$ cat config.mk
export PLATFORM = sky130hd
export DESIGN_NAME = ssrc_read_cmd
export DESIGN_NICKNAME = d
export VERILOG_FILES = /design/src/ssrc_hex_char.v /design/src/ssrc_read_cmd.v
export VERILOG_INCLUDE_DIRS = /design/src
export SDC_FILE = /design/constraint.sdc
export NUM_CORES = 1
export LEC_CHECK = 0
export CAP_MARGIN = 10
export CORE_MARGIN = 2
export CORE_UTILIZATION = 64
export CTS_BUF_LIST = sky130_fd_sc_hd__clkbuf_4 sky130_fd_sc_hd__clkbuf_8 sky130_fd_sc_hd__clkbuf_16
export CTS_CLUSTER_SIZE = 30
export DETAILED_ROUTE_END_ITERATION = 12
export DONT_BUFFER_PORTS = 1
export HOLD_SLACK_MARGIN = 0.05
export PLACE_DENSITY = 0.79
export SYNTH_ARGS = -nofsm -noshare
export SYNTH_HDL_FRONTEND = slang
export SYNTH_HIERARCHICAL = 1
export SYNTH_SLANG_ARGS = --single-unit
$ cat constraint.sdc
create_clock -name ref_clk -period 6.9 [get_ports ref_clk]
set_clock_uncertainty 0.05 [all_clocks]
set_input_delay 1.035 -clock ref_clk [delete_from_list [all_inputs] [get_ports ref_clk]]
set_output_delay 1.035 -clock ref_clk [all_outputs]
set_load 0.1 [all_outputs]
$ cat src/ssrc_consts.vh
`ifndef SSRC_CONSTS_VH
`define SSRC_CONSTS_VH
// command codes and data numbers
`define SSRC_CMD_GROUP    8'h1f
`define SSRC_CMD_STATUS   8'h02
`define SSRC_DN_GROUP     8'h00
`define SSRC_DN_POS_MOTOR 8'h90
`define SSRC_DN_POS_CMD   8'h91
`define SSRC_DN_VERSION   8'h70
// group designation range
`define SSRC_GROUP_NONE   3'h0
`define SSRC_GROUP_MAX    3'h6
// reply lengths in characters
`define SSRC_LEN_GROUP    5'h01
`define SSRC_LEN_POS      5'h08
`define SSRC_LEN_VER      5'h10
// reply kinds
`define SSRC_KIND_GROUP   2'h0
`define SSRC_KIND_POS     2'h1
`define SSRC_KIND_VER     2'h2
`define SSRC_KIND_ERR     2'h3
// characters
`define SSRC_CHAR_SPACE   8'h20
`define SSRC_CHAR_ZERO    8'h30
`define SSRC_CHAR_ALPHA   8'h37
// motor revolution limit, as a bit index of the revolution count
`define SSRC_REV_LIMIT_BIT 13
`endif

$ cat src/ssrc_hex_char.v
`timescale 1ns/1ps
`include "ssrc_consts.vh"
// one nibble to its upper-case ascii hex character, registered
module ssrc_hex_char (
	input  wire       ref_clk, // system clock
	input  wire       sys_rst, // async reset, active high
	input  wire [3:0] nibble,  // value to convert
	output reg  [7:0] char     // ascii character
);
	always @(posedge ref_clk or posedge sys_rst) begin
		if (sys_rst) begin
			char <= `SSRC_CHAR_ZERO;
		end else if (nibble > 4'h9) begin
			char <= {4'h0, nibble} + `SSRC_CHAR_ALPHA;
		end else begin
			char <= {4'h0, nibble} + `SSRC_CHAR_ZERO;
		end
	end
endmodule

$ cat src/ssrc_read_cmd.v
`timescale 1ns/1ps
`include "ssrc_consts.vh"
//////////////////////////////////////////////////////////////////////////////
module ssrc_read_cmd #(
	parameter REV_BITS = 18 // encoder pulses per revolution, as log2
) (
	input  wire         ref_clk,     // system clock, 200 MHz
	input  wire         sys_rst,     // async reset, active high
	input  wire         req_valid,   // command present
	output wire         req_ready,   // idle, may take a command
	input  wire [7:0]   req_cmd,     // command code
	input  wire [7:0]   req_dnum,    // data number
	input  wire [2:0]   group_value, // stored group designation
	input  wire [31:0]  pos_motor,   // motor-side pulse position
	input  wire [31:0]  pos_command, // command-unit position
	input  wire [119:0] version_str, // 15 chars, first in top byte
	output reg          rep_valid,   // reply character valid
	input  wire         rep_ready,   // sink takes character
	output reg  [7:0]   rep_char,    // reply character
	output reg          rep_last,    // last character of reply
	output reg          rep_error,   // unknown command or invalid value
	output reg          rep_start    // first character of reply
);
	localparam ST_IDLE = 2'h0;
	localparam ST_CONV = 2'h1;
	localparam ST_SEND = 2'h2;

	reg  [1:0]   state;
	reg  [1:0]   kind;
	reg  [4:0]   idx;
	reg  [4:0]   len;
	reg  [31:0]  word;
	reg  [119:0] ver;
	reg  [1:0]   next_state;
	reg  [2:0]   grp;
	reg  [31:0]  nib_src;
	reg  [2:0]   nib_sel;
	reg  [3:0]   nib;
	wire [7:0]   hex_char;

	assign req_ready = (state == ST_IDLE);

	// bits above the revolution span mean the count wrapped
	function overflowed;
		input [31:0] p;
		reg   [31:0] a;
		begin
			a = p[31] ? (~p + 32'h1) : p;
			overflowed = |(a >> (REV_BITS + `SSRC_REV_LIMIT_BIT));
		end
	endfunction

	function [1:0] decode;
		input [7:0] c;
		input [7:0] d;
		begin
			decode = `SSRC_KIND_ERR;
			if (c == `SSRC_CMD_GROUP && d == `SSRC_DN_GROUP)
				decode = `SSRC_KIND_GROUP;
			else if (c == `SSRC_CMD_STATUS) begin
				if (d == `SSRC_DN_POS_MOTOR || d == `SSRC_DN_POS_CMD)
					decode = `SSRC_KIND_POS;
				else if (d == `SSRC_DN_VERSION)
					decode = `SSRC_KIND_VER;
			end
		end
	endfunction

	////////////////////////////////////////////////////////////////////////
	// the converter is registered: feed it the nibble of the next char,
	// from the incoming word while idle, idx+1 while a char waits
	always @* begin
		nib_src = word;
		nib_sel = idx[2:0];
		if (state == ST_IDLE) begin
			if (req_dnum == `SSRC_DN_POS_MOTOR)
				nib_src = pos_motor;
			else
				nib_src = pos_command;
			nib_sel = 3'h0;
		end else if (state == ST_SEND) begin
			nib_sel = idx[2:0] + 3'h1;
		end
		case (nib_sel)
			3'h0: nib = nib_src[31:28];
			3'h1: nib = nib_src[27:24];
			3'h2: nib = nib_src[23:20];
			3'h3: nib = nib_src[19:16];
			3'h4: nib = nib_src[15:12];
			3'h5: nib = nib_src[11:8];
			3'h6: nib = nib_src[7:4];
			default: nib = nib_src[3:0];
		endcase
	end

	ssrc_hex_char u_hex (
		.ref_clk (ref_clk),
		.sys_rst (sys_rst),
		.nibble  (nib),
		.char    (hex_char)
	);

	////////////////////////////////////////////////////////////////////////
	// sequencing: idle, fetch one char, hold it until the sink takes it
	always @* begin
		next_state = state;
		case (state)
		ST_IDLE: begin
			if (req_valid)
				next_state = ST_CONV;
		end
		ST_CONV: begin
			next_state = ST_SEND;
		end
		ST_SEND: begin
			if (rep_ready && rep_last)
				next_state = ST_IDLE;
			else if (rep_ready)
				next_state = ST_CONV;
		end
		default: begin
			next_state = ST_IDLE;
		end
		endcase
	end

	always @(posedge ref_clk or posedge sys_rst) begin
		if (sys_rst) begin
			state <= ST_IDLE;
		end else begin
			state <= next_state;
		end
	end

	////////////////////////////////////////////////////////////////////////
	always @(posedge ref_clk or posedge sys_rst) begin
		if (sys_rst) begin
			kind      <= `SSRC_KIND_GROUP;
			grp       <= `SSRC_GROUP_NONE;
			idx       <= 5'h0;
			len       <= 5'h0;
			word      <= 32'h0;
			ver       <= 120'h0;
			rep_valid <= 1'b0;
			rep_char  <= 8'h0;
			rep_last  <= 1'b0;
			rep_error <= 1'b0;
			rep_start <= 1'b0;
		end else begin
			case (state)
			ST_IDLE: begin
				if (req_valid) begin
					kind      <= decode(req_cmd, req_dnum);
					idx       <= 5'h0;
					ver       <= version_str;
					grp       <= group_value;
					rep_error <= 1'b0;
					if (req_dnum == `SSRC_DN_POS_MOTOR) begin
						word      <= pos_motor;
						rep_error <= overflowed(pos_motor);
					end else begin
						word <= pos_command;
					end
					case (decode(req_cmd, req_dnum))
					`SSRC_KIND_GROUP: len <= `SSRC_LEN_GROUP;
					`SSRC_KIND_POS:   len <= `SSRC_LEN_POS;
					`SSRC_KIND_VER:   len <= `SSRC_LEN_VER;
					default:          len <= `SSRC_LEN_GROUP;
					endcase
					if (req_cmd != `SSRC_CMD_STATUS ||
						req_dnum != `SSRC_DN_POS_MOTOR)
						rep_error <= 1'b0;
				end
			end
			ST_CONV: begin
				// converter was fed a cycle ahead, its char is ready now
				rep_valid <= 1'b1;
				rep_start <= (idx == 5'h0);
				rep_last  <= (idx == len - 5'h1);
				case (kind)
				`SSRC_KIND_GROUP: begin
					// out-of-range values flagged, still sent as their digit
					rep_char  <= `SSRC_CHAR_ZERO + {5'h00, grp};
					if (grp > `SSRC_GROUP_MAX)
						rep_error <= 1'b1;
				end
				`SSRC_KIND_POS:
					rep_char <= hex_char;
				`SSRC_KIND_VER: begin
					if (idx == 5'h0)
						rep_char <= `SSRC_CHAR_SPACE;
					else begin
						rep_char <= ver[119:112];
						ver      <= {ver[111:0], 8'h0};
					end
				end
				default: begin
					rep_char  <= `SSRC_CHAR_SPACE;
					rep_error <= 1'b1;
				end
				endcase
			end
			ST_SEND: begin
				if (rep_ready) begin
					rep_valid <= 1'b0;
					rep_start <= 1'b0;
					rep_last  <= 1'b0;
					if (!rep_last) begin
						idx <= idx + 5'h1;
					end
				end
			end
			default: rep_valid <= 1'b0;
			endcase
		end
	end
endmodule

==> flow_summary.ini <==
[run_status]
status = completed

[place]
dpl_cell_area_um2 = 9538
place.gp.congestion = 0.8858
io_buffers = 0
dp_slack_ns = 3.425
dp.final_hpwl_mm = 15.14

[final_layout]
nets = 1142
seqCellArea_um2 = 4657
areaGrowthSynthToFinish_pct = 5.785
drive_above_1_share_pct = 8.137
final_area_um2 = 10160
multi_input_area_um2 = 4513
diodes = 0
fillers = 1144

[routing]
drc = 0
ant_nets = 0
drtIter0Drc = 462
via_per_inst = 6.092
num_vias = 6811
post_drt_wl_per_cell_um = 19.09
drt-pass1-iter-count = 5
wl_mm = 21.35

[clocking]
htreeDepth = 4
insertion_delay_ns = 0.43
cts_resized = 0
clock-root-buffer = clkbuf_16
post_cts_buffers = 0
ctsHoldBuffers = 0
cts_tree = built
clock_path_buffers = 2
cts_made_buffers = 17
clk_pin_slew_worst_paths_ns = 0.07
cts_sinks = 186

[pwr]
switching_share_pct = 40.76
p_int_mw = 2.951
p_clk_share_pct = 20.9
power_leakage_nw = 4.753
ir_drop_mv = 0.2614
p_comb_share_pct = 35.8
switchingPower_mw = 2.031
power_frac_seq_pct = 43.3
p_per_area_nw_per_um2 = 490.4

[logic_synthesis]
yosys.area.top_type = dfrtp_1
synth_cell_types = 66
ys_seq_elements = 186
synth_area_per_cell_um2 = 9.993
ys_seq_area_share_pct = 48.50
synth.area.top_cells = dfrtp_1, mux2i_1, nand2_1
synth_edf_count = 0
syn_nets = 1180
syn_inst = 961
synthFlopType = dfrtp_1
synth_warnings = 6
syn_area_um2 = 9603
synth.top_cell.area_share_pct = 47.95
synthArstFlopShare_pct = 100.0

[sta]
worstMarginPinSlew_ns = 1.200
finalSetupTns_ns = 0
drv_slew = 0
finalWorstSetupSlack_ns = 3.375
period_share_pct = 51.08
setup_violations = 0
period_minus_slack_ns = 3.525
max_freq_mhz = 283.7
rsz0062_at_grt = false
max-slew-margin-rel_pct = 19.80
hold_viol = 0

[grt]
grt_overflow_total = 0
antenna_found_initial = 0
grt.total_usage_pct = 27.15
first_global_vias = 6735
grt_pass1_wl_mm = 34.33
grt_max_degree = 233

[die]
initial_utilization_pct = 65.82
row_count = 44
die_area_um2 = 16000
core_area_um2 = 14590
dieWidth_um = 126.5
die_h_um = 126.5
io_pins = 220

[critical_path]
startpoint_type = register
r2r-start = state[0]
crit_type = register to register
cp_max_fo = 15
r2r_slack_ns = 3.38
reg2reg_to = u_hex/char[3]
worstSetupEndpointType = register
reg2reg_depth = 12
critPathArrivalTime_ns = 3.76
cp.required_ns = 7.14

[flow_run]
maxCapViolCount = 0

[worst_hold_path]
worstHoldPathType = primary input to async pin
## worst max-delay path: stages, from the launching register on
cell,delay (ns)
dfrtp_1,0.65
nand2b_1,0.30
inv_1,0.09
ha_1,0.36
nor2b_1,0.18
o22ai_1,0.40
nor4_1,0.10
a211oi_1,0.35
nand3_1,0.21
ha_1,0.25
nor2_2,0.17
a21boi_2,0.20
nor3b_1,0.06
## worst max-delay path by stage
stage	to	startpoint	slack, ns
2_1_floorplan	grp[0]	sys_rst	0.96
3_3_place_gp	u_hex/char[3]	req_dnum[1]	3.55
3_5_place_dp	u_hex/char[1]	state[0]	3.42
4_1_cts	u_hex/char[1]	state[0]	3.41
5_1_grt	u_hex/char[1]	state[0]	3.07
6_report	u_hex/char[3]	state[0]	3.38
## layer usage
metal	part of all wire, %	GRT usage [%]
met1	44	37.26
met2	47	43.50
met3	7.1	6.284
met4	1.8	8.274
met5	0	0
## cells in the mapped netlist (all sizes together), types with 4 or more instances
cell type,n
nand4,6
buf,38
nor4b,5
nor3,14
a221oi,8
nor4,12
nor2,18
a211oi,13
ha,12
mux2i,146
o211ai,4
a21oi,9
nand3,11
a31oi,4
a22oi,5
o21ai,172
nor2b,12
a22o,8
clkbuf,25
inv,19
xnor2,5
and2,9
dfrtp,184
nand2,176
nand2b,4
## layout by cell type, fill, tap and decap left out, types with 13 or more instances in the layout
cell type  netlist  routed
a211oi_1        13      13
o21ai_0         90      90
dfrtp_1        184     184
nor3_1          14      14
nor2_1          15      15
o21ai_1         71      71
mux2i_1        146     146
clkbuf_16        0      17
inv_1           18      17
nand2_1        165     164
## stage by stage
stage / power (mW) / hold WS, ns / utilization (%) / instances
6_report: 4.982 / 0.3594 / 69.63 / 1118
5_1_grt: 5.342 / 0.3705 / 69.63 / 1118
4_1_cts: 5.001 / 0.3551 / 69.63 / 1118
3_5_place_dp: 3.960 / 0.4202 / 65.38 / 1088
3_3_place_gp: 3.874 / 0.4138 / 65.38 / 1088
2_1_floorplan: 3.625 / 0.3920 / - / 961
## state kept, by name, indices dropped and copies added (netlist names)
signal	count
grp	3
u_hex/char	7
idx	5
rep_char	8
state	2
rep_last	1
kind	2
len	3
word	32
rep_start	1
ver	120
rep_valid	1
rep_error	1
## kinds of logic (layout without fill, tap and decap cells)
logic type      count (synthesis)  after routing  share of synthesized area [%]
simple gates                  280            280                          13.82
compound gates                242            242                          15.24
flops                         186            186                          48.50
mux                           149            149                          15.57
buf+inv                        83             56                          4.534
fa+ha+maj                      12             12                          1.563
xor+xnor                        8              8                         0.7297
other cells                     1              1                        0.03905
## power by group through the flow
stage	combinational [mW]	sequential, mW	clock, mW
after floorplan	1.58	2.04	0
after global placement	1.73	2.15	0
after detailed placement	1.79	2.17	0
after CTS	1.80	2.16	1.05
after global routing	2.03	2.21	1.10
final	1.78	2.16	1.04
## area by class of cell
cell class	count	share of cell area, %
tap	184	2.266
multi-input combinational	692	44.43
clock inverter	10	1.638
inverter	20	0.7883
timing repair buffer	6	0.5666
sequential	186	45.84
clock buffer	20	4.471
No activity file was read; power rests on OpenSTA's default activity.
